--- src/uart_rx_pkg.sv ---
// shared constants and types for the serial receiver
package uart_rx_pkg;

	// register byte offsets on the avalon slave
	localparam logic [4:0] OFS_RX_STAT_CTRL = 5'h00;
	localparam logic [4:0] OFS_RX_BUFFER = 5'h04;
	localparam logic [4:0] OFS_TX_STAT_CTRL = 5'h08;
	localparam logic [4:0] OFS_BAUD_CTRL = 5'h0C;
	localparam logic [4:0] OFS_DIV_HIGH = 5'h10;
	localparam logic [4:0] OFS_DIV_LOW = 5'h14;
	localparam logic [4:0] OFS_IRQ_CTRL = 5'h18;

	// receive_status_control fields
	localparam int unsigned SERIAL_PORT_ENABLE_BIT = 7;
	localparam int unsigned NINE_BIT_RECEIVE_SELECT_BIT = 6;
	localparam int unsigned SINGLE_RECEIVE_ENABLE_BIT = 5;
	localparam int unsigned CONTINUOUS_RECEIVE_ENABLE_BIT = 4;
	localparam int unsigned ADDRESS_DETECT_ENABLE_BIT = 3;
	localparam int unsigned FRAMING_ERROR_FLAG_BIT = 2;
	localparam int unsigned OVERRUN_ERROR_FLAG_BIT = 1;
	localparam int unsigned RECEIVED_NINTH_BIT_BIT = 0;

	// transmit_status_control fields used here
	localparam int unsigned CLOCKED_MODE_SELECT_BIT = 4;
	localparam int unsigned HIGH_RATE_PRESCALE_SELECT_BIT = 2;

	// baud_control fields
	localparam int unsigned RECEIVER_IDLE_STATUS_BIT = 6;
	localparam int unsigned WIDE_DIVISOR_SELECT_BIT = 3;
	localparam int unsigned WAKE_ON_EDGE_ENABLE_BIT = 1;
	localparam logic [7:0] BAUD_CTRL_STORE_MASK = 8'h39;

	// interrupt control fields
	localparam int unsigned RECEIVE_INTERRUPT_ENABLE_BIT = 0;
	localparam int unsigned RECEIVE_COMPLETE_FLAG_BIT = 1;

	// reset values
	localparam logic [7:0] REG_RESET = 8'h00;

	// oversampling and framing
	localparam logic [3:0] TICK_MID = 4'h7;
	localparam logic [3:0] TICK_LAST = 4'hF;
	localparam logic [3:0] BITS_EIGHT = 4'h8;
	localparam logic [3:0] BITS_NINE = 4'h9;
	localparam logic [1:0] PRESCALE_SLOW = 2'h3;

	// receive buffer holds two words
	localparam logic [1:0] BUF_FULL = 2'h2;

	// one received word with its own status
	typedef struct packed {
		logic ninth;
		logic frame_err;
		logic [7:0] data;
	} rx_word_s;

	// receive sequencer states
	typedef enum logic [1:0] {
		RX_IDLE,
		RX_START,
		RX_DATA,
		RX_STOP
	} rx_state_e;

endpackage

--- src/baud_tick_gen.sv ---
`timescale 1ns/1ps
// sixteen-times oversampling tick from the divisor pair
module baud_tick_gen import uart_rx_pkg::*; (
	input wire logic i_sys_clk,
	input wire logic i_rst_n,
	input wire logic i_run,
	input wire logic [15:0] i_divisor,
	input wire logic i_slow,
	output logic o_tick
);

	logic [1:0] pre_q; // coarse prescale stage
	logic [15:0] cnt_q; // divisor counter
	logic pre_wrap_w;
	logic cnt_wrap_w;

	// prescale by four only in the slow setting
	assign pre_wrap_w = !i_slow || (pre_q == PRESCALE_SLOW);
	// compare with >= so a divisor shrunk on the fly cannot strand the counter
	assign cnt_wrap_w = pre_wrap_w && (cnt_q >= i_divisor);

	// counters halt and clear while stopped, so the first tick is a full period
	always_ff @(posedge i_sys_clk or negedge i_rst_n) begin
		if (!i_rst_n) begin
			pre_q <= 2'h0;
			cnt_q <= 16'h0000;
			o_tick <= 1'b0;
		end else if (!i_run) begin
			pre_q <= 2'h0;
			cnt_q <= 16'h0000;
			o_tick <= 1'b0;
		end else begin
			o_tick <= cnt_wrap_w;
			pre_q <= pre_wrap_w ? 2'h0 : pre_q + 2'h1;
			if (pre_wrap_w) begin
				cnt_q <= cnt_wrap_w ? 16'h0000 : cnt_q + 16'h0001;
			end
		end
	end

endmodule

--- src/uart_rx_top.sv ---
// Chosen here: the Avalon-MM register port and the address map.
`timescale 1ns/1ps
// Overview of operation
// - sample line at sixteen ticks per bit
// - frames received only while continuous enable set
// - complete flag set; interrupt only when enabled
// - ninth bit received and shown at bit zero
// - buffer read returns oldest byte, removes it
// - third word with two unread sets overrun
// - clearing continuous enable clears error flags
// - address detect withholds non-address nine-bit words
// - no baud ticks or reception while asleep
// - wake enable suspends reception, watches the line
// - falling line edge under wake enable wakes outside clocked mode
// - wake event sets the receive complete flag
// - buffer read clears the wake interrupt condition
// - next rising edge clears wake enable itself
// - frame is start, eight/nine data, stop
// - data arrives least significant bit first
module uart_rx_top import uart_rx_pkg::*; (
	input wire logic i_sys_clk,
	input wire logic i_rst_n,
	input wire logic [4:0] i_address,
	input wire logic i_read,
	input wire logic i_write,
	input wire logic [31:0] i_writedata,
	input wire logic [3:0] i_byteenable,
	output logic [31:0] o_readdata,
	output logic o_waitrequest,
	input wire logic i_serial_receive_line,
	input wire logic i_sleep,
	output logic o_rx_irq,
	output logic o_wake_req
);

	// software-visible control storage
	logic [7:0] rx_ctrl_q; // only bits 7..3 are stored
	logic [7:0] tx_ctrl_q;
	logic [7:0] baud_ctrl_q; // stored bits per mask, wake bit kept apart
	logic wake_enable_q;
	logic [7:0] div_high_q;
	logic [7:0] div_low_q;
	logic rx_irq_enable_q;

	// bus slave state
	logic wait_q; // idles high, drops for the completing edge
	logic [31:0] readdata_q;

	// receive line synchroniser and edge history
	logic line_meta_q; // first stage, read only by line_sync_q
	logic line_sync_q;
	logic line_prev_q;

	// receive sequencer
	rx_state_e state_q;
	logic [3:0] tick_cnt_q;
	logic [3:0] bit_cnt_q;
	logic [8:0] shift_q;

	// two-word buffer
	rx_word_s mem_q [2];
	logic wr_ptr_q;
	logic rd_ptr_q;
	logic [1:0] count_q;
	logic overrun_q;

	// wake tracking
	logic wake_flag_q; // pending wake interrupt condition
	logic wake_armed_q; // falling edge seen, waiting for rising edge

	// output flops
	logic rx_irq_q;
	logic wake_req_q;

	// decoded control fields
	logic port_en_w;
	logic nine_w;
	logic cont_en_w;
	logic addr_det_w;
	logic clocked_mode_w;
	logic wide_div_w;
	logic high_rate_w;
	assign port_en_w = rx_ctrl_q[SERIAL_PORT_ENABLE_BIT];
	assign nine_w = rx_ctrl_q[NINE_BIT_RECEIVE_SELECT_BIT];
	assign cont_en_w = rx_ctrl_q[CONTINUOUS_RECEIVE_ENABLE_BIT];
	assign addr_det_w = rx_ctrl_q[ADDRESS_DETECT_ENABLE_BIT];
	assign clocked_mode_w = tx_ctrl_q[CLOCKED_MODE_SELECT_BIT];
	assign wide_div_w = baud_ctrl_q[WIDE_DIVISOR_SELECT_BIT];
	assign high_rate_w = tx_ctrl_q[HIGH_RATE_PRESCALE_SELECT_BIT];

	// bus decode
	logic req_w;
	logic rd_done_w;
	logic wr_done_w;
	logic sel_stat_w;
	logic sel_buf_w;
	logic sel_tx_w;
	logic sel_baud_w;
	logic sel_hi_w;
	logic sel_lo_w;
	logic sel_irq_w;
	logic [7:0] wbyte_w;
	assign req_w = i_read || i_write;
	assign rd_done_w = i_read && !wait_q;
	// only the low lane carries a register; other lanes are ignored
	assign wr_done_w = i_write && !wait_q && i_byteenable[0];
	assign sel_stat_w = i_address == OFS_RX_STAT_CTRL;
	assign sel_buf_w = i_address == OFS_RX_BUFFER;
	assign sel_tx_w = i_address == OFS_TX_STAT_CTRL;
	assign sel_baud_w = i_address == OFS_BAUD_CTRL;
	assign sel_hi_w = i_address == OFS_DIV_HIGH;
	assign sel_lo_w = i_address == OFS_DIV_LOW;
	assign sel_irq_w = i_address == OFS_IRQ_CTRL;
	assign wbyte_w = i_writedata[7:0];

	// reception gating
	logic rx_run_w;
	logic baud_run_w;
	logic tick_w;
	logic [15:0] divisor_w;
	// wake enable parks the sequencer; sleep stops the baud ticks and the sequencer
	assign rx_run_w = port_en_w && cont_en_w && !clocked_mode_w && !wake_enable_q
		&& !i_sleep;
	assign baud_run_w = port_en_w && !i_sleep;
	// eight-bit divisor mode ignores the high byte
	assign divisor_w = wide_div_w ? {div_high_q, div_low_q} : {8'h00, div_low_q};

	baud_tick_gen u_baud (
		.i_sys_clk(i_sys_clk),
		.i_rst_n(i_rst_n),
		.i_run(baud_run_w),
		.i_divisor(divisor_w),
		.i_slow(!(wide_div_w || high_rate_w)),
		.o_tick(tick_w)
	);

	// sequencer decode
	logic [3:0] nbits_w;
	logic bit_tick_w;
	logic push_w;
	rx_word_s word_w;
	logic accept_w;
	assign nbits_w = nine_w ? BITS_NINE : BITS_EIGHT;
	assign bit_tick_w = tick_w && (tick_cnt_q == TICK_LAST);
	assign push_w = (state_q == RX_STOP) && bit_tick_w;
	// eight-bit frames leave the byte in the upper bits of the shifter
	assign word_w.data = nine_w ? shift_q[7:0] : shift_q[8:1];
	assign word_w.ninth = nine_w && shift_q[8];
	assign word_w.frame_err = !line_sync_q;
	// a non-address word is dropped silently under address detect
	assign accept_w = push_w && !(addr_det_w && nine_w && !word_w.ninth);

	// buffer decode
	logic pop_w;
	logic buf_read_w;
	logic full_w;
	logic store_w;
	logic overrun_set_w;
	logic [1:0] count_d;
	rx_word_s head_w;
	assign buf_read_w = rd_done_w && sel_buf_w;
	assign pop_w = buf_read_w && (count_q != 2'h0);
	assign full_w = count_q == BUF_FULL;
	// a pop in the same cycle frees the slot, so no overrun then
	assign store_w = accept_w && (!full_w || pop_w);
	assign overrun_set_w = accept_w && full_w && !pop_w;
	assign count_d = count_q + {1'b0, store_w} - {1'b0, pop_w};
	assign head_w = mem_q[rd_ptr_q];

	// wake edge decode, taken from the synchronised line only
	logic fall_w;
	logic rise_w;
	logic wake_evt_w;
	logic wake_end_w;
	assign fall_w = line_prev_q && !line_sync_q;
	assign rise_w = !line_prev_q && line_sync_q;
	assign wake_evt_w = wake_enable_q && !clocked_mode_w && !wake_armed_q && fall_w;
	assign wake_end_w = wake_enable_q && wake_armed_q && rise_w;

	// status views
	logic rx_idle_w;
	logic complete_w;
	logic [7:0] stat_rd_w;
	logic [7:0] baud_rd_w;
	logic [7:0] irq_rd_w;
	logic [7:0] rd_val_w;
	assign rx_idle_w = state_q == RX_IDLE;
	assign complete_w = (count_q != 2'h0) || wake_flag_q;
	assign stat_rd_w = {rx_ctrl_q[7:3], (count_q != 2'h0) && head_w.frame_err,
		overrun_q, (count_q != 2'h0) && head_w.ninth};
	assign baud_rd_w = {1'b0, rx_idle_w, baud_ctrl_q[5:3], 1'b0, wake_enable_q,
		baud_ctrl_q[0]};
	assign irq_rd_w = {6'h00, complete_w, rx_irq_enable_q};
	// unmapped offsets read as zero
	assign rd_val_w = sel_stat_w ? stat_rd_w :
		sel_buf_w ? head_w.data :
		sel_tx_w ? tx_ctrl_q :
		sel_baud_w ? baud_rd_w :
		sel_hi_w ? div_high_q :
		sel_lo_w ? div_low_q :
		sel_irq_w ? irq_rd_w : 8'h00;

	// next wake-enable: a software write beats the self-clear
	logic wake_enable_d;
	assign wake_enable_d = (wr_done_w && sel_baud_w) ? wbyte_w[WAKE_ON_EDGE_ENABLE_BIT] :
		(wake_end_w ? 1'b0 : wake_enable_q);

	// bus handshake: every access takes exactly one wait cycle
	always_ff @(posedge i_sys_clk or negedge i_rst_n) begin
		if (!i_rst_n) begin
			wait_q <= 1'b1;
			readdata_q <= 32'h0000_0000;
		end else begin
			wait_q <= !(req_w && wait_q);
			if (i_read && wait_q) begin
				readdata_q <= {24'h00_0000, rd_val_w};
			end
		end
	end

	// software-written registers
	always_ff @(posedge i_sys_clk or negedge i_rst_n) begin
		if (!i_rst_n) begin
			rx_ctrl_q <= REG_RESET;
			tx_ctrl_q <= REG_RESET;
			baud_ctrl_q <= REG_RESET;
			div_high_q <= REG_RESET;
			div_low_q <= REG_RESET;
			rx_irq_enable_q <= 1'b0;
		end else if (wr_done_w) begin
			// status bits below bit 3 are hardware-owned
			if (sel_stat_w) begin
				rx_ctrl_q <= {wbyte_w[7:3], 3'h0};
			end
			if (sel_tx_w) begin
				tx_ctrl_q <= wbyte_w;
			end
			if (sel_baud_w) begin
				baud_ctrl_q <= wbyte_w & BAUD_CTRL_STORE_MASK;
			end
			if (sel_hi_w) begin
				div_high_q <= wbyte_w;
			end
			if (sel_lo_w) begin
				div_low_q <= wbyte_w;
			end
			if (sel_irq_w) begin
				rx_irq_enable_q <= wbyte_w[RECEIVE_INTERRUPT_ENABLE_BIT];
			end
		end
	end

	// two-flop synchroniser plus one edge-history flop
	always_ff @(posedge i_sys_clk or negedge i_rst_n) begin
		if (!i_rst_n) begin
			line_meta_q <= 1'b1;
			line_sync_q <= 1'b1;
			line_prev_q <= 1'b1;
		end else begin
			line_meta_q <= i_serial_receive_line;
			line_sync_q <= line_meta_q;
			line_prev_q <= line_sync_q;
		end
	end

	// frame sequencer; drops back to idle whenever reception is gated off
	always_ff @(posedge i_sys_clk or negedge i_rst_n) begin
		if (!i_rst_n) begin
			state_q <= RX_IDLE;
			tick_cnt_q <= 4'h0;
			bit_cnt_q <= 4'h0;
			shift_q <= 9'h000;
		end else if (!rx_run_w) begin
			state_q <= RX_IDLE;
			tick_cnt_q <= 4'h0;
		end else if (tick_w) begin
			unique case (state_q)
				RX_IDLE: begin
					// low line on a tick is a start candidate
					if (!line_sync_q) begin
						state_q <= RX_START;
						tick_cnt_q <= 4'h0;
					end
				end
				RX_START: begin
					// confirm at mid-bit to reject glitches
					if (tick_cnt_q == TICK_MID) begin
						state_q <= line_sync_q ? RX_IDLE : RX_DATA;
						tick_cnt_q <= 4'h0;
						bit_cnt_q <= 4'h0;
					end else begin
						tick_cnt_q <= tick_cnt_q + 4'h1;
					end
				end
				RX_DATA: begin
					// one shift per bit, at the centre of each bit
					tick_cnt_q <= tick_cnt_q + 4'h1;
					if (tick_cnt_q == TICK_LAST) begin
						shift_q <= {line_sync_q, shift_q[8:1]};
						bit_cnt_q <= bit_cnt_q + 4'h1;
						if (bit_cnt_q == nbits_w - 4'h1) begin
							state_q <= RX_STOP;
						end
					end
				end
				RX_STOP: begin
					// stop sample closes the frame
					tick_cnt_q <= tick_cnt_q + 4'h1;
					if (tick_cnt_q == TICK_LAST) begin
						state_q <= RX_IDLE;
					end
				end
			endcase
		end
	end

	// buffer storage; clearing continuous enable also wipes stored error marks
	always_ff @(posedge i_sys_clk or negedge i_rst_n) begin
		if (!i_rst_n) begin
			mem_q[0] <= '0;
			mem_q[1] <= '0;
		end else begin
			for (int i = 0; i < 2; i++) begin
				if (!cont_en_w) begin
					mem_q[i].frame_err <= 1'b0;
				end
			end
			if (store_w) begin
				mem_q[wr_ptr_q] <= word_w;
			end
		end
	end

	// buffer pointers and overrun; set wins over the enable-clear
	always_ff @(posedge i_sys_clk or negedge i_rst_n) begin
		if (!i_rst_n) begin
			wr_ptr_q <= 1'b0;
			rd_ptr_q <= 1'b0;
			count_q <= 2'h0;
			overrun_q <= 1'b0;
		end else begin
			wr_ptr_q <= wr_ptr_q ^ store_w;
			rd_ptr_q <= rd_ptr_q ^ pop_w;
			count_q <= count_d;
			overrun_q <= overrun_set_w || (overrun_q && cont_en_w);
		end
	end

	// wake tracking: event sets the flag, a buffer read clears it
	always_ff @(posedge i_sys_clk or negedge i_rst_n) begin
		if (!i_rst_n) begin
			wake_enable_q <= 1'b0;
			wake_armed_q <= 1'b0;
			wake_flag_q <= 1'b0;
		end else begin
			wake_enable_q <= wake_enable_d;
			wake_armed_q <= wake_enable_d && (wake_evt_w || wake_armed_q);
			wake_flag_q <= wake_evt_w || (wake_flag_q && !buf_read_w);
		end
	end

	// registered outputs
	always_ff @(posedge i_sys_clk or negedge i_rst_n) begin
		if (!i_rst_n) begin
			rx_irq_q <= 1'b0;
			wake_req_q <= 1'b0;
		end else begin
			rx_irq_q <= complete_w && rx_irq_enable_q;
			wake_req_q <= wake_flag_q;
		end
	end

	assign o_readdata = readdata_q;
	assign o_waitrequest = wait_q;
	assign o_rx_irq = rx_irq_q;
	assign o_wake_req = wake_req_q;

endmodule

--- config.mk ---
export PLATFORM = sky130hd
export DESIGN_NAME = uart_rx_top
export DESIGN_NICKNAME = d
export VERILOG_FILES = /design/src/uart_rx_pkg.sv /design/src/baud_tick_gen.sv /design/src/uart_rx_top.sv
export SDC_FILE = /design/constraint.sdc
export NUM_CORES = 1
export LEC_CHECK = 0
export ABC_AREA = 0
export BUFFER_PORTS_ARGS = -buffer_cell sky130_fd_sc_hd__buf_2
export CORE_MARGIN = 2
export CORE_UTILIZATION = 60
export CTS_CLUSTER_SIZE = 14
export DETAILED_ROUTE_END_ITERATION = 7
export GPL_ROUTABILITY_DRIVEN = 0
export PLACE_DENSITY = 0.89
export SLEW_MARGIN = 20
export SYNTH_ARGS = -nofsm -noshare
export SYNTH_HDL_FRONTEND = slang
export SYNTH_SLANG_ARGS = --single-unit
--- constraint.sdc ---
create_clock -name i_sys_clk -period 3.7 [get_ports i_sys_clk]
set_input_delay 0.37 -clock i_sys_clk [delete_from_list [all_inputs] [get_ports i_sys_clk]]
set_output_delay 0.37 -clock i_sys_clk [all_outputs]
set_load 0.005 [all_outputs]
## Word level (Yosys, flattened, before mapping)

Cells that the tools add are included.

| storage, ports and cells | value |
|---|---|
| flip-flop bits (word level) | 114 |
| output and inout port bits | 35 |
| logic and storage cells | 188 |

| operators by class | value |
|---|---|
| $add $sub $neg | 7 |
| $lt $le $gt $ge | 4 |
| equal/unequal tests | 23 |
| mux-type cells | 44 |
| bitwise gates (word level) | 4 |
| reductions and logical operators | 73 |

Operators by type and width:

| operator | count |
|---|---|
| $mux 16 | 4 |
| $mux 8 | 7 |
| $mux 10 | 4 |
| $logic_and 1x1->1 | 37 |
| $mux 4 | 6 |
| $mux 2 | 11 |
| $bwmux 20 | 1 |
| $mux 19 | 1 |
| $add 16x1->16 const B | 1 |
| $ge 16x16->1 | 1 |
| $eq 5x5->1 const B | 3 |
| $reduce_and 2->1 | 7 |
| $logic_not 1->1 | 13 |
| $ne 3x3->1 const B | 4 |
| $pmux 4 s3 | 1 |
| $demux 10 s1 | 1 |
| $eq 5x4->1 const B | 2 |
| $add 4x1->4 const B | 2 |
| $eq 2x2->1 const B | 4 |
| $logic_or 1x1->1 | 8 |
| $pmux 2 s4 | 1 |
| $pmux 4 s2 | 1 |
| $mux 1 | 6 |
| $ne 2x2->1 const B | 3 |
| other kinds (22) | 26 |

## Longest topological paths before layout

Gate-level depths: netlist (run 1).

| depth | value |
|---|---|
| depth after elaboration | 9 |
| depth in mapped cells | 11 |

## Hierarchy

From an unflattened synthesis (run 1), not the netlist that was laid out.

| second synthesis, totals | value |
|---|---|
| cell total of the unflattened synthesis | 591 |
| area total of the unflattened synthesis | 6287.3 sq um |

Modules (own cells, without submodules):

| module | instances | cells an instance | area an instance (sq um) | sequential area each (sq um) |
|---|---|---|---|---|
| uart_rx_top | 1 | 430 | 4890.9 | 2382.3 |
| baud_tick_gen | 1 | 161 | 1396.3 | 475.5 |

## Least setup slack after synthesis (run 1)

OpenSTA, ideal clock, no wires.

| timing path | value |
|---|---|
| path kind | input to register |
| start | input i_address[3] |
| end | register mem_q[7] (netlist name) |
| setup time | 0.077 ns |
| arrival time | 2.108 ns |
| data required time | 3.623 ns |
| setup slack | 1.515 ns |
| stages on the path | 10 |
| cells stage by stage | buf_2 -> nor4_1 -> a41oi_1 -> or2_1 -> inv_1 -> ha_1 -> clkbuf_1 -> clkbuf_1 -> nor2_1 -> a21oi_1 |

| between the ends | value |
|---|---|
| longest elaborated chain between the ends | 5 |

RTL lines:

| what | line | source |
|---|---|---|
| start, declared | uart_rx_top.sv:23 | `input wire logic [4:0] i_address,` |
| $eq 5x3->1 | uart_rx_top.sv:108 | `assign sel_buf_w = i_address == OFS_RX_BUFFER;` |
| $logic_and 1x1->1 | uart_rx_top.sv:161 | `assign buf_read_w = rd_done_w && sel_buf_w;` |
| $logic_and 1x1->1 | uart_rx_top.sv:162 | `assign pop_w = buf_read_w && (count_q != 2'h0);` |
| $logic_or 1x1->1 | uart_rx_top.sv:165 | `assign store_w = accept_w && (!full_w \|\| pop_w);` |
| $logic_and 1x1->1 | uart_rx_top.sv:165 |  |
| end signal, assigned by index | uart_rx_top.sv:329 | `mem_q[wr_ptr_q] <= word_w;` |
| end, declared | uart_rx_top.sv:61 | `rx_word_s mem_q [2];` |

No other way between the ends.
A chain may end at the register's enable or synchronous reset.

## Final worst setup path (run 1)

| timing path | value |
|---|---|
| start | register u_baud.cnt_q[3] |
| end | register u_baud.cnt_q[13] |

| between the ends | value |
|---|---|
| longest elaborated chain between the ends | 5 |

RTL lines:

| what | line | source |
|---|---|---|
| start, declared | baud_tick_gen.sv:13 | `logic [15:0] cnt_q;` |
| start signal, assigned | baud_tick_gen.sv:36 | `cnt_q <= cnt_wrap_w ? 16'h0000 : cnt_q + 16'h0001;` |
| $ge 16x16->1 | baud_tick_gen.sv:20 | `assign cnt_wrap_w = pre_wrap_w && (cnt_q >= i_divisor);` |
| $logic_and 1x1->1 | baud_tick_gen.sv:20 |  |
| $mux 16 * | baud_tick_gen.sv:36 |  |
| $mux 16 * | baud_tick_gen.sv:35 | `if (pre_wrap_w) begin` |
| $mux 16 * | baud_tick_gen.sv:28 | `end else if (!i_run) begin` |

Every way passes the cells marked *; elsewhere a longest branch is shown, timed or not. The select of a mux whose other input is x is not followed.

==> results.md, run 1 <==
* FP Rows at 37
* Combinational power share at 0.073
* Starting density of the core at 0.612
* Fillers at 701
* CP Launch Type: flip-flop
* Clk_skew at 0.00784 ns
* FFs w/ async S/R, synth at 1.00
* Peak supply drop at 0.000457 V
* Reg2reg path depth at 6
* Crit Path Category: flip-flop to flip-flop
* Hold depth at 2
* Post-placement setup slack at 1.15 ns
* Sw Pwr at 795 uW
* Synth area leaders: dfrtp_1, mux2_2, ha_1, a21oi_1, nand2_1
* Syn. warnings at 0
* Worst skew pair latency at 0.54 ns
* Syn Area/Cell at 10.0 um^2
* TritonCTS buffer count at 17
* Pleak at 3.24 nW
* Critical path's largest stage delay at 0.64 ns
* Worst hold endpoint: o_waitrequest
* PwrDens at 487 nW/um^2
* Sequential area share after synthesis at 0.457
* Number of synthesized flops with an enable pin at 0
* Vias per inst at 6.36
* Core footprint at 10200 um^2
* Synth area leader: dfrtp_1
* Worst Hold Launch: i_read
* Maxcap violations at 0
* Number of H-tree levels at 4
* Drt first pass iters at 5
* Reg-to-reg startpoint: u_baud.cnt_q[3]
* Root buf cell: clkbuf_8
* Vias in the first global route at 5005
* Largest net degree at the start of global routing at 74
* Post-synth top area share at 0.440
* Most common cell in the netlist: dfrtp_1
* Clk pwr share at 0.526
* Chip Height at 106 um
* Min Hold Slack at 0.0742 ns
* Crit path cell chain: ha_1 -> a2111oi_0 -> o21ai_1 -> a31oi_2 -> nand2_1 -> a221oi_2
* Max Clock Freq at 380 MHz
* R2r setup slk at 1.07 ns
* Critical Path Fanout Max at 16
* Outcome: finished clean
* Clock-pin slew on the worst setup and hold paths at 0.06 ns
* Register bit total from synthesis at 114
* Critical path arrival at 3.07 ns
* Reg-to-reg endpoint: u_baud.cnt_q[13]
* Die X at 106 um
* Post-Syn Area at 6260 um^2
* Nets@finish at 722
* DRT iter0 DRCs at 369
* Remaining DRCs at 0
* First-pass GRT wire length at 24800 um
* Min-Delay Path Class: primary input to flip-flop
* Unrepaired setup endpoints after global routing: false
* Finished Core Util at 0.689
* Max-slew violations at 0
* Die area at 11300 um^2
* Avg WL per Cell at 19.0 um
* List of most frequent post-synthesis cells: dfrtp_1, nand2_1, a21oi_1, nor2_1, mux2_2
* Pint at 2.64 mW
* Final setup violation count at 0
* DR vias at 5064
* WL final at 15200 um
* Primary FF master, synth: dfrtp_1
* DPL Wire Length at 9870 um
* Initial antenna violation count at 0
* CTS Buffer Depth at 2
* Area growth from synthesis to layout at 12.7%
* Crit path max-delay cell type: a31oi_2
* Final setup TNS at 0 ns
* CP required at 4.14 ns
* Seq pwr share at 0.401
* Distinct cells, synth at 67
* Total power at 3.43 mW
* I/O pin count at 82
* Period utilisation layout at 0.712
* Final Hold Viols at 0
* Gr ovfl total at 0
* IO Port Bufs at 30
* Total track usage at 0.284
* Setup crit end kind: flip-flop
* Switching share of power at 0.231
* Final worst slack at 1.07 ns
* TritonCTS clock tree: yes
* Layout cells sized above 1 at 0.180
* Min Tclk post-route at 2.63 ns
* Post-Syn Instances at 626
* Post-CTS Setup Bufs at 0
* Sink Count at 114
* Slew @ Worst Pin at 0.926 ns
* Antenna viol nets, final at 0
* Slew margin rel. at 0.383
* Antenna Cells at 0
[worst max path at each step]
stage                                  end  slack, ns  cells after the start       startpoint
after floorplan                   mem_q[7]       1.51                     10     i_address[3]
after global placement    u_baud.cnt_q[13]       1.27                      6  u_baud.cnt_q[3]
after detailed placement  u_baud.cnt_q[13]       1.15                      6  u_baud.cnt_q[3]
after CTS                 u_baud.cnt_q[13]       1.12                      6  u_baud.cnt_q[3]
after global routing      u_baud.cnt_q[13]       0.98                      7   baud_ctrl_q[3]
final                     u_baud.cnt_q[13]       1.07                      6  u_baud.cnt_q[3]
[critical path, delay by kind of cell, from the launching register on]
| family | cells | cell delay (ns) |
|---|---|---|
| compound gates | 4 | 1.50 |
| fa+ha+maj | 1 | 0.33 |
| flops | 1 | 0.47 |
| simple gates | 1 | 0.24 |
[cells by family after synthesis]
logic type	after synthesis	share of synthesized area
multiplexers	58	0.101
other	1	0.000599
XOR/XNOR	3	0.00420
flip-flops	114	0.457
buffers and inverters	76	0.0628
AO/OA/AOI/OAI	141	0.147
adder cells (fa/ha/maj)	28	0.0560
AND/OR/NAND/NOR	205	0.172
[what timing repair did]
item,4_1_cts,5_1_grt
gates resized for setup,0,0
endpoints found under the hold margin,20,0
hold buffers,3,0
[placed cells by master (no fill, tap or decap), types with 6 or more instances in the layout]
master / n
ha_1: 28
and2_1: 8
dfrtp_1: 110
and3_1: 6
nand4_1: 8
mux2_1: 7
a221oi_1: 7
clkbuf_16: 16
conb_1: 24
nand2b_1: 13
nor4_1: 11
inv_1: 19
mux2i_1: 15
nor2b_1: 8
mux2_2: 36
nand2_1: 59
nand3_1: 15
o21ai_0: 30
o211ai_1: 18
nor2_1: 37
nor3_1: 9
buf_2: 29
a21oi_1: 45
[through the flow]
stage	instance area (um^2)	instances
finish	7050	796
floorplan	6340	649
detailed placement	6370	761
CTS	7050	796
global placement	6370	761
global route	7050	796
[power groups by stage]
stage          Sequential, mW  Combinational, mW  Clock, mW
2_1_floorplan            1.37              0.163          0
3_3_place_gp             1.39              0.227          0
3_5_place_dp             1.39              0.241          0
4_1_cts                  1.37              0.249       1.81
5_1_grt                  1.38              0.277       1.86
6_report                 1.38              0.252       1.80
[layout make-up]
cell class                 count  area [um^2]  area share
multi-input combinational    459         3100       0.439
sequential                   114         2860       0.405
clock buffer                  22          473      0.0670
timing repair buffer          36          205      0.0291
clock inverter                10          178      0.0252
tap                          136          170      0.0241
inverter                      19         71.3      0.0101
[flip-flops by register name, summed over array words and instances (netlist names), 4 cells and up]
name	flops
mem_q	20
u_baud.cnt_q	16
shift_q	9
div_high_q	8
div_low_q	8
o_readdata	8
tx_ctrl_q	8
rx_ctrl_q	5
baud_ctrl_q	4
bit_cnt_q	4
tick_cnt_q	4
[metal layers]
metal / up-vias / GRT usage / part of all wire
met5: - / 0 / 0
met4: 0 / 0.129 / 0.025
met3: 44 / 0.0625 / 0.065
met2: 227 / 0.483 / 0.51
met1: 2537 / 0.346 / 0.40
li1: 2256 / - / -
Note: power is estimated with default switching activity, not from simulation.
==> run 2, diff against run 1 <==
- CORE_UTILIZATION: 60 -> 58
- PLACE_DENSITY: 0.89 -> 0.87
- clock period: 3.7 -> 2.55 ns (I/O delays scaled with it)
==> run 2 against run 1 <==
- clock skew grew 0.0024 ns
- fmax grew 9.0%
- first-iteration DRC count grew 1.9%
- worst hold slack lost 0.040 ns
- routed wire length shrank 0.96%
- register-to-register slack lost 0.93 ns
- sequential power grew 44%
- critical path type unchanged
- critical endpoint unchanged
- largest cell class unchanged
- highest routed layer unchanged
==> results.md, run 2 (synthesis results as in run 1) <==
* Die area at 11600 um^2 (was 11300 um^2)
* TritonCTS clock tree: yes (unchanged)
* Number of H-tree levels at 4 (unchanged)
* DRT iter0 DRCs at 376 (was 369)
* Remaining DRCs at 0 (unchanged)
* PwrDens at 686 nW/um^2 (was 487 nW/um^2)
* Drt first pass iters at 5 (unchanged)
* Final Instance Count excl. Fillers at 807 (was 796)
* Post-Place Cells at 769 (was 761)
* Vias in the first global route at 5128 (was 5005)
* CP required at 2.97 ns (was 4.14 ns)
* Gr ovfl total at 0 (unchanged)
* Most common cell after layout, fill and taps aside: dfrtp_1 (unchanged)
* DR vias at 5039 (was 5064)
* R2r setup slk at 0.13 ns (was 1.07 ns)
* Total track usage at 0.280 (was 0.284)
* Maxcap violations at 0 (unchanged)
* Crit path cell chain: ha_1 -> a2111oi_0 -> o21ai_1 -> a31oi_2 -> buf_4 -> nand2_1 -> a221oi_2 (was ha_1 -> a2111oi_0 -> o21ai_1 -> a31oi_2 -> nand2_1 -> a221oi_2)
* Setup crit end kind: flip-flop (unchanged)
* CP Launch Type: flip-flop (unchanged)
* Min Hold Slack at 0.0339 ns (was 0.0742 ns)
* Metal-1 WL at 5810 um (was 6080 um)
* Worst Hold Launch: i_writedata[0] (was i_read)
* Hold depth at 2 (unchanged)
* Period utilisation layout at 0.948 (was 0.712)
* Starting density of the core at 0.601 (was 0.612)
* FP Rows at 37 (unchanged)
* Avg WL per Cell at 18.6 um (was 19.0 um)
* Core footprint at 10400 um^2 (was 10200 um^2)
* Top reg by flops: mem_q (unchanged)
* Crit path max-delay family: compound AO/OA/AOI/OAI gates (unchanged)
* Worst hold endpoint: tx_ctrl_q[0] (was o_waitrequest)
* Peak supply drop at 0.000510 V (was 0.000457 V)
* Nets@finish at 733 (was 722)
* WL met2 at 7860 um (was 7730 um)
* Outcome: finished clean (unchanged)
* Top layer in use: met4 (unchanged)
* Slew @ Worst Pin at 0.694 ns (was 0.926 ns)
* Reg-to-reg startpoint: u_baud.cnt_q[3] (unchanged)
* DPL Wire Length at 10200 um (was 9870 um)
* Largest net degree at the start of global routing at 52 (was 74)
* Final worst slack at 0.134 ns (was 1.07 ns)
* Min Tclk post-route at 2.42 ns (was 2.63 ns)
* Clock-pin slew on the worst setup and hold paths at 0.06 ns (about the same)
* Reg-to-reg endpoint: u_baud.cnt_q[13] (unchanged)
* Final setup TNS at 0 ns (unchanged)
* Max Clock Freq at 414 MHz (was 380 MHz)
* Final setup violation count at 0 (unchanged)
* Post-CTS Resized at 0 (unchanged)
* Antenna Cells at 0 (unchanged)
* WL met3 at 907 um (was 981 um)
* Largest regs: mem_q (20), u_baud.cnt_q (16), shift_q (9) (unchanged)
* Crit Path Category: flip-flop to flip-flop (unchanged)
* Critical Path Fanout Max at 16 (unchanged)
* WL final at 15000 um (was 15200 um)
* Slew margin rel. at 0.537 (was 0.383)
* Post-placement setup slack at 0.160 ns (was 1.15 ns)
* Clk_skew at 0.0103 ns (was 0.00784 ns)
* Die X at 108 um (was 106 um)
* Min-Delay Path Class: primary input to flip-flop (unchanged)
* Sink Count at 114 (unchanged)
* IO Port Bufs at 30 (unchanged)
* Vias per inst at 6.24 (was 6.36)
* CTS Buffer Depth at 2 (unchanged)
* Max reg flops at 20 (unchanged)
* Critical path's largest stage delay at 0.52 ns (was 0.64 ns)
* Max-slew violations at 0 (unchanged)
* CP Buf/Inv Count at 1 (was 0)
* I/O pin count at 82 (unchanged)
* Critical path arrival at 2.83 ns (was 3.07 ns)
* Crit path max-delay cell type: a2111oi_0 (was a31oi_2)
* Reg2reg path depth at 7 (was 6)
* Root buf cell: clkbuf_8 (unchanged)
* Area growth from synthesis to layout at 14.0% (was 12.7%)
* Initial antenna violation count at 0 (unchanged)
* Unrepaired setup endpoints after global routing: false (unchanged)
* Chip Height at 108 um (was 106 um)
* Pleak at 3.28 nW (was 3.24 nW)
* Worst skew pair latency at 0.52 ns (was 0.54 ns)
* Post-CTS Setup Bufs at 0 (unchanged)
* Antenna viol nets, final at 0 (unchanged)
* Commonest non-fill, non-tap cells in the layout: dfrtp_1, nand2_1, a21oi_1 (unchanged)
* Final Hold Viols at 0 (unchanged)
* First-pass GRT wire length at 24900 um (was 24800 um)
* Layout cells sized above 1 at 0.191 (was 0.180)
* Cts hold-fix bufs at 6 (was 3)
* TritonCTS buffer count at 17 (unchanged)
-- run 2: cell count changes in the layout (fill, tap and decap cells not counted), sizes merged --
cell,delta
buf,+8
inv,+5
bufinv,-1
dlygate4sd3,+3
clkbuf,-4
-- run 2: worst register-to-register path: stages, from the launching register on --
cell       delay, ns
dfrtp_1         0.47
ha_1            0.35
a2111oi_0       0.52
o21ai_1         0.19
a31oi_2         0.16
buf_4           0.24
nand2_1         0.13
a221oi_2        0.27
-- run 2: worst max-delay path by stage --
stage,from,to,cells past startpoint
5_1_grt,u_baud.cnt_q[3],u_baud.cnt_q[13],7
3_5_place_dp,u_baud.cnt_q[3],u_baud.cnt_q[13],7
3_3_place_gp,i_address[1],count_q[1],9
6_report,u_baud.cnt_q[3],u_baud.cnt_q[13],7
4_1_cts,u_baud.cnt_q[3],u_baud.cnt_q[13],7
2_1_floorplan,baud_ctrl_q[3],u_baud.cnt_q[6],10
-- run 2: metal layers --
metal,vias to the layer above,global-route usage
met4,0,0.127
met2,190,0.490
met5,-,0
met1,2531,0.324
met3,39,0.0648
li1,2279,-
-- run 2: cell type report --
type / count / area, um^2
clock inverters: 14 / 199
fillers: 731 / 3280
inverters: 19 / 71.3
repair buffers: 47 / 308
well taps: 136 / 170
clock buffers: 18 / 428
multi-input cells: 459 / 3100
flip-flops and latches: 114 / 2860
-- run 2: through the flow --
step	power, mW	instance area, um^2	utilization
2_1_floorplan	2.22	6340	-
3_3_place_gp	2.35	6450	0.619
3_5_place_dp	2.38	6450	0.619
4_1_cts	4.91	7130	0.685
5_1_grt	5.06	7130	0.685
6_report	4.89	7130	0.685
-- run 2: power breakdown --
part           internal, mW  switching [mW]
Combinational         0.146           0.236
Sequential             1.91          0.0792
Clock                  1.63           0.895
Total                  3.68            1.21
==> run 3, diff against run 2 <==
==> constraint.sdc (replaced) <==
create_clock -name i_sys_clk -period 2.55 [get_ports i_sys_clk]
set_input_delay 0.3825 -clock i_sys_clk [delete_from_list [all_inputs] [get_ports i_sys_clk]]
set_output_delay 0.3825 -clock i_sys_clk [all_outputs]
set_load 0.005 [all_outputs]
==> run 3 against run 2 <==
- register-to-register slack hardly changed
- clock power is 12% lower
- utilization is 0.90 points lower
- sequential power hardly changed
- global-route usage is 0.45 points higher
- worst setup slack better by 0.015 ns
- clock-buffer cell count is 1 lower
- routed wire length is 2.3% higher
- non-clock buffer count is 1 lower
- die area stayed put
- critical path depth stayed put
==> results.md, run 3 (synthesis results as in run 1) <==
* Outcome: finished clean (unchanged)
* Fillers at 766 (was 731)
* TritonCTS clock tree: yes (unchanged)
* Initial antenna violation count at 0 (unchanged)
* Gr ovfl total at 0 (unchanged)
* CP Buf/Inv Count at 1 (unchanged)
* Combinational power share at 0.083 (was 0.078)
* Drt first pass iters at 8 (was 5)
* Pint at 3.35 mW (was 3.68 mW)
* Die X at 108 um (unchanged)
* Max-slew violations at 0 (unchanged)
* Most common cell after layout, fill and taps aside: dfrtp_1 (unchanged)
* Die area at 11600 um^2 (unchanged)
* Crit path max-delay family: compound AO/OA/AOI/OAI gates (unchanged)
* DR vias at 4997 (was 5039)
* Vias in the first global route at 5076 (was 5128)
* Crit Path Category: flip-flop to flip-flop (unchanged)
* Max reg flops at 20 (unchanged)
* Core footprint at 10400 um^2 (unchanged)
* Clk pwr share at 0.483 (was 0.516)
* Number of H-tree levels at 4 (unchanged)
* Max Clock Freq at 416 MHz (was 414 MHz)
* Area growth from synthesis to layout at 12.5% (was 14.0%)
* Crit. path cell count at 7 (unchanged)
* Largest regs: mem_q (20), u_baud.cnt_q (16), shift_q (9) (unchanged)
* Post-CTS Setup Bufs at 0 (unchanged)
* Total track usage at 0.284 (was 0.280)
* Final Hold Viols at 0 (unchanged)
* Crit path cell chain: ha_1 -> a2111oi_0 -> o21ai_1 -> a31oi_2 -> buf_4 -> nand4_1 -> a21oi_1 (was ha_1 -> a2111oi_0 -> o21ai_1 -> a31oi_2 -> buf_4 -> nand2_1 -> a221oi_2)
* Slew margin rel. at 0.616 (was 0.537)
* Final Instance Count excl. Fillers at 806 (was 807)
* Root buf cell: clkbuf_8 (unchanged)
* Pleak at 3.22 nW (was 3.28 nW)
* Setup crit end kind: flip-flop (unchanged)
* Min Tclk post-route at 2.40 ns (was 2.42 ns)
* WL final at 15400 um (was 15000 um)
* Min-Delay Path Class: primary input to flip-flop (unchanged)
* Total power at 4.58 mW (was 4.89 mW)
* Commonest non-fill, non-tap cells in the layout: dfrtp_1, nand2_1, a21oi_1 (unchanged)
* Critical path's largest stage delay at 0.46 ns (was 0.52 ns)
* Remaining DRCs at 0 (unchanged)
* Antenna viol nets, final at 0 (unchanged)
* IO Port Bufs at 30 (unchanged)
* Period utilisation layout at 0.942 (was 0.948)
* Final worst slack at 0.148 ns (was 0.134 ns)
* Nets@finish at 732 (was 733)
* Finished Core Util at 0.676 (was 0.685)
* Layout cells sized above 1 at 0.196 (was 0.191)
* Critical Path Fanout Max at 9 (was 16)
* Avg WL per Cell at 19.1 um (was 18.6 um)
* Slew @ Worst Pin at 0.575 ns (was 0.694 ns)
* Final setup TNS at 0 ns (unchanged)
* I/O pin count at 82 (unchanged)
* Clock-pin slew on the worst setup and hold paths at 0.06 ns (about the same)
* PwrDens at 651 nW/um^2 (was 686 nW/um^2)
* Peak supply drop at 0.000473 V (was 0.000510 V)
* Sink Count at 114 (unchanged)
* Maxcap violations at 0 (unchanged)
* Largest net degree at the start of global routing at 45 (was 52)
* Post-placement setup slack at 0.241 ns (was 0.160 ns)
* Reg2reg path depth at 7 (unchanged)
* Switching share of power at 0.269 (was 0.247)
* CP Launch Type: flip-flop (unchanged)
* DRT iter0 DRCs at 355 (was 376)
* Critical path arrival at 2.85 ns (was 2.83 ns)
* First-pass GRT wire length at 25200 um (was 24900 um)
* Sw Pwr at 1.23 mW (was 1.21 mW)
* Seq pwr share at 0.434 (was 0.406)
* Chip Height at 108 um (unchanged)
* Crit path max-delay cell type: dfrtp_1 (was a2111oi_0)
* Antenna Cells at 0 (unchanged)
* Worst skew pair latency at 0.53 ns (was 0.52 ns)
* Top reg by flops: mem_q (unchanged)
* CTS Buffer Depth at 2 (unchanged)
* CP required at 3.00 ns (was 2.97 ns)
* TritonCTS buffer count at 17 (unchanged)
* Final setup violation count at 0 (unchanged)
* Starting density of the core at 0.601 (unchanged)
* Unrepaired setup endpoints after global routing: false (unchanged)
* Post-Place Cells at 772 (was 769)
* Vias per inst at 6.20 (was 6.24)
* Clk_skew at 0.00649 ns (was 0.0103 ns)
* Hold depth at 2 (unchanged)
* FP Rows at 37 (unchanged)
* DPL Wire Length at 10400 um (was 10200 um)
run 3: timing repair:
action	4_1_cts	5_1_grt
hold buffers	2	0
endpoints found under the hold margin	23	0
resized for setup	0	0
endpoints found under the setup margin	0	0
run 3: worst reg2reg max path, cell delays in order (launching register included):
cell and delay (ns):
dfrtp_1 0.46, ha_1 0.33, a2111oi_0 0.43, o21ai_1 0.15, a31oi_2 0.38, buf_4 0.26, nand4_1 0.15, a21oi_1 0.17
run 3: power by group through the flow:
| stage | logic [mW] | registers (mW) | clock network (mW) |
|---|---|---|---|
| floorplan | 0.237 | 1.99 | 0 |
| global placement | 0.347 | 2.01 | 0 |
| detailed placement | 0.367 | 2.02 | 0 |
| CTS | 0.378 | 1.99 | 2.22 |
| global route | 0.419 | 2.00 | 2.30 |
| finish | 0.381 | 1.99 | 2.21 |
run 3: per-stage QoR:
step / hold WS [ns] / instance area [um^2]
CTS: 0.0495 / 7040
floorplan: 0.0869 / 6340
global route: 0.0576 / 7040
global placement: 0.299 / 6470
finish: 0.0507 / 7040
detailed placement: 0.303 / 6470
run 3: per-layer routing:
metal	track usage	vias up	routed length, um
met2	0.504	221	8060
li1	-	2276	-
met3	0.0563	35	833
met5	0	-	0
met1	0.337	2465	6080
met4	0.116	0	381
run 3: worst paths after layout:
check,slack [ns],startpoint,end
worst min register to register,0.36,line_meta_q,line_sync_q
worst min-delay path,0.05,i_write,o_waitrequest
max in group asynchronous,1.56,i_rst_n,line_meta_q
worst max register to register,0.15,u_baud.cnt_q[3],u_baud.cnt_q[1]
worst max-delay path,0.15,u_baud.cnt_q[3],u_baud.cnt_q[1]
min in group asynchronous,0.29,i_rst_n,mem_q[10]
run 3: final cells by class:
class | count | area (um^2) | area share
flip-flops and latches | 114 | 2860 | 0.406
clock buffers | 17 | 414 | 0.0588
multi-input cells | 459 | 3100 | 0.440
repair buffers | 46 | 290 | 0.0412
clock inverters | 15 | 136 | 0.0194
inverters | 19 | 71.3 | 0.0101
well taps | 136 | 170 | 0.0242
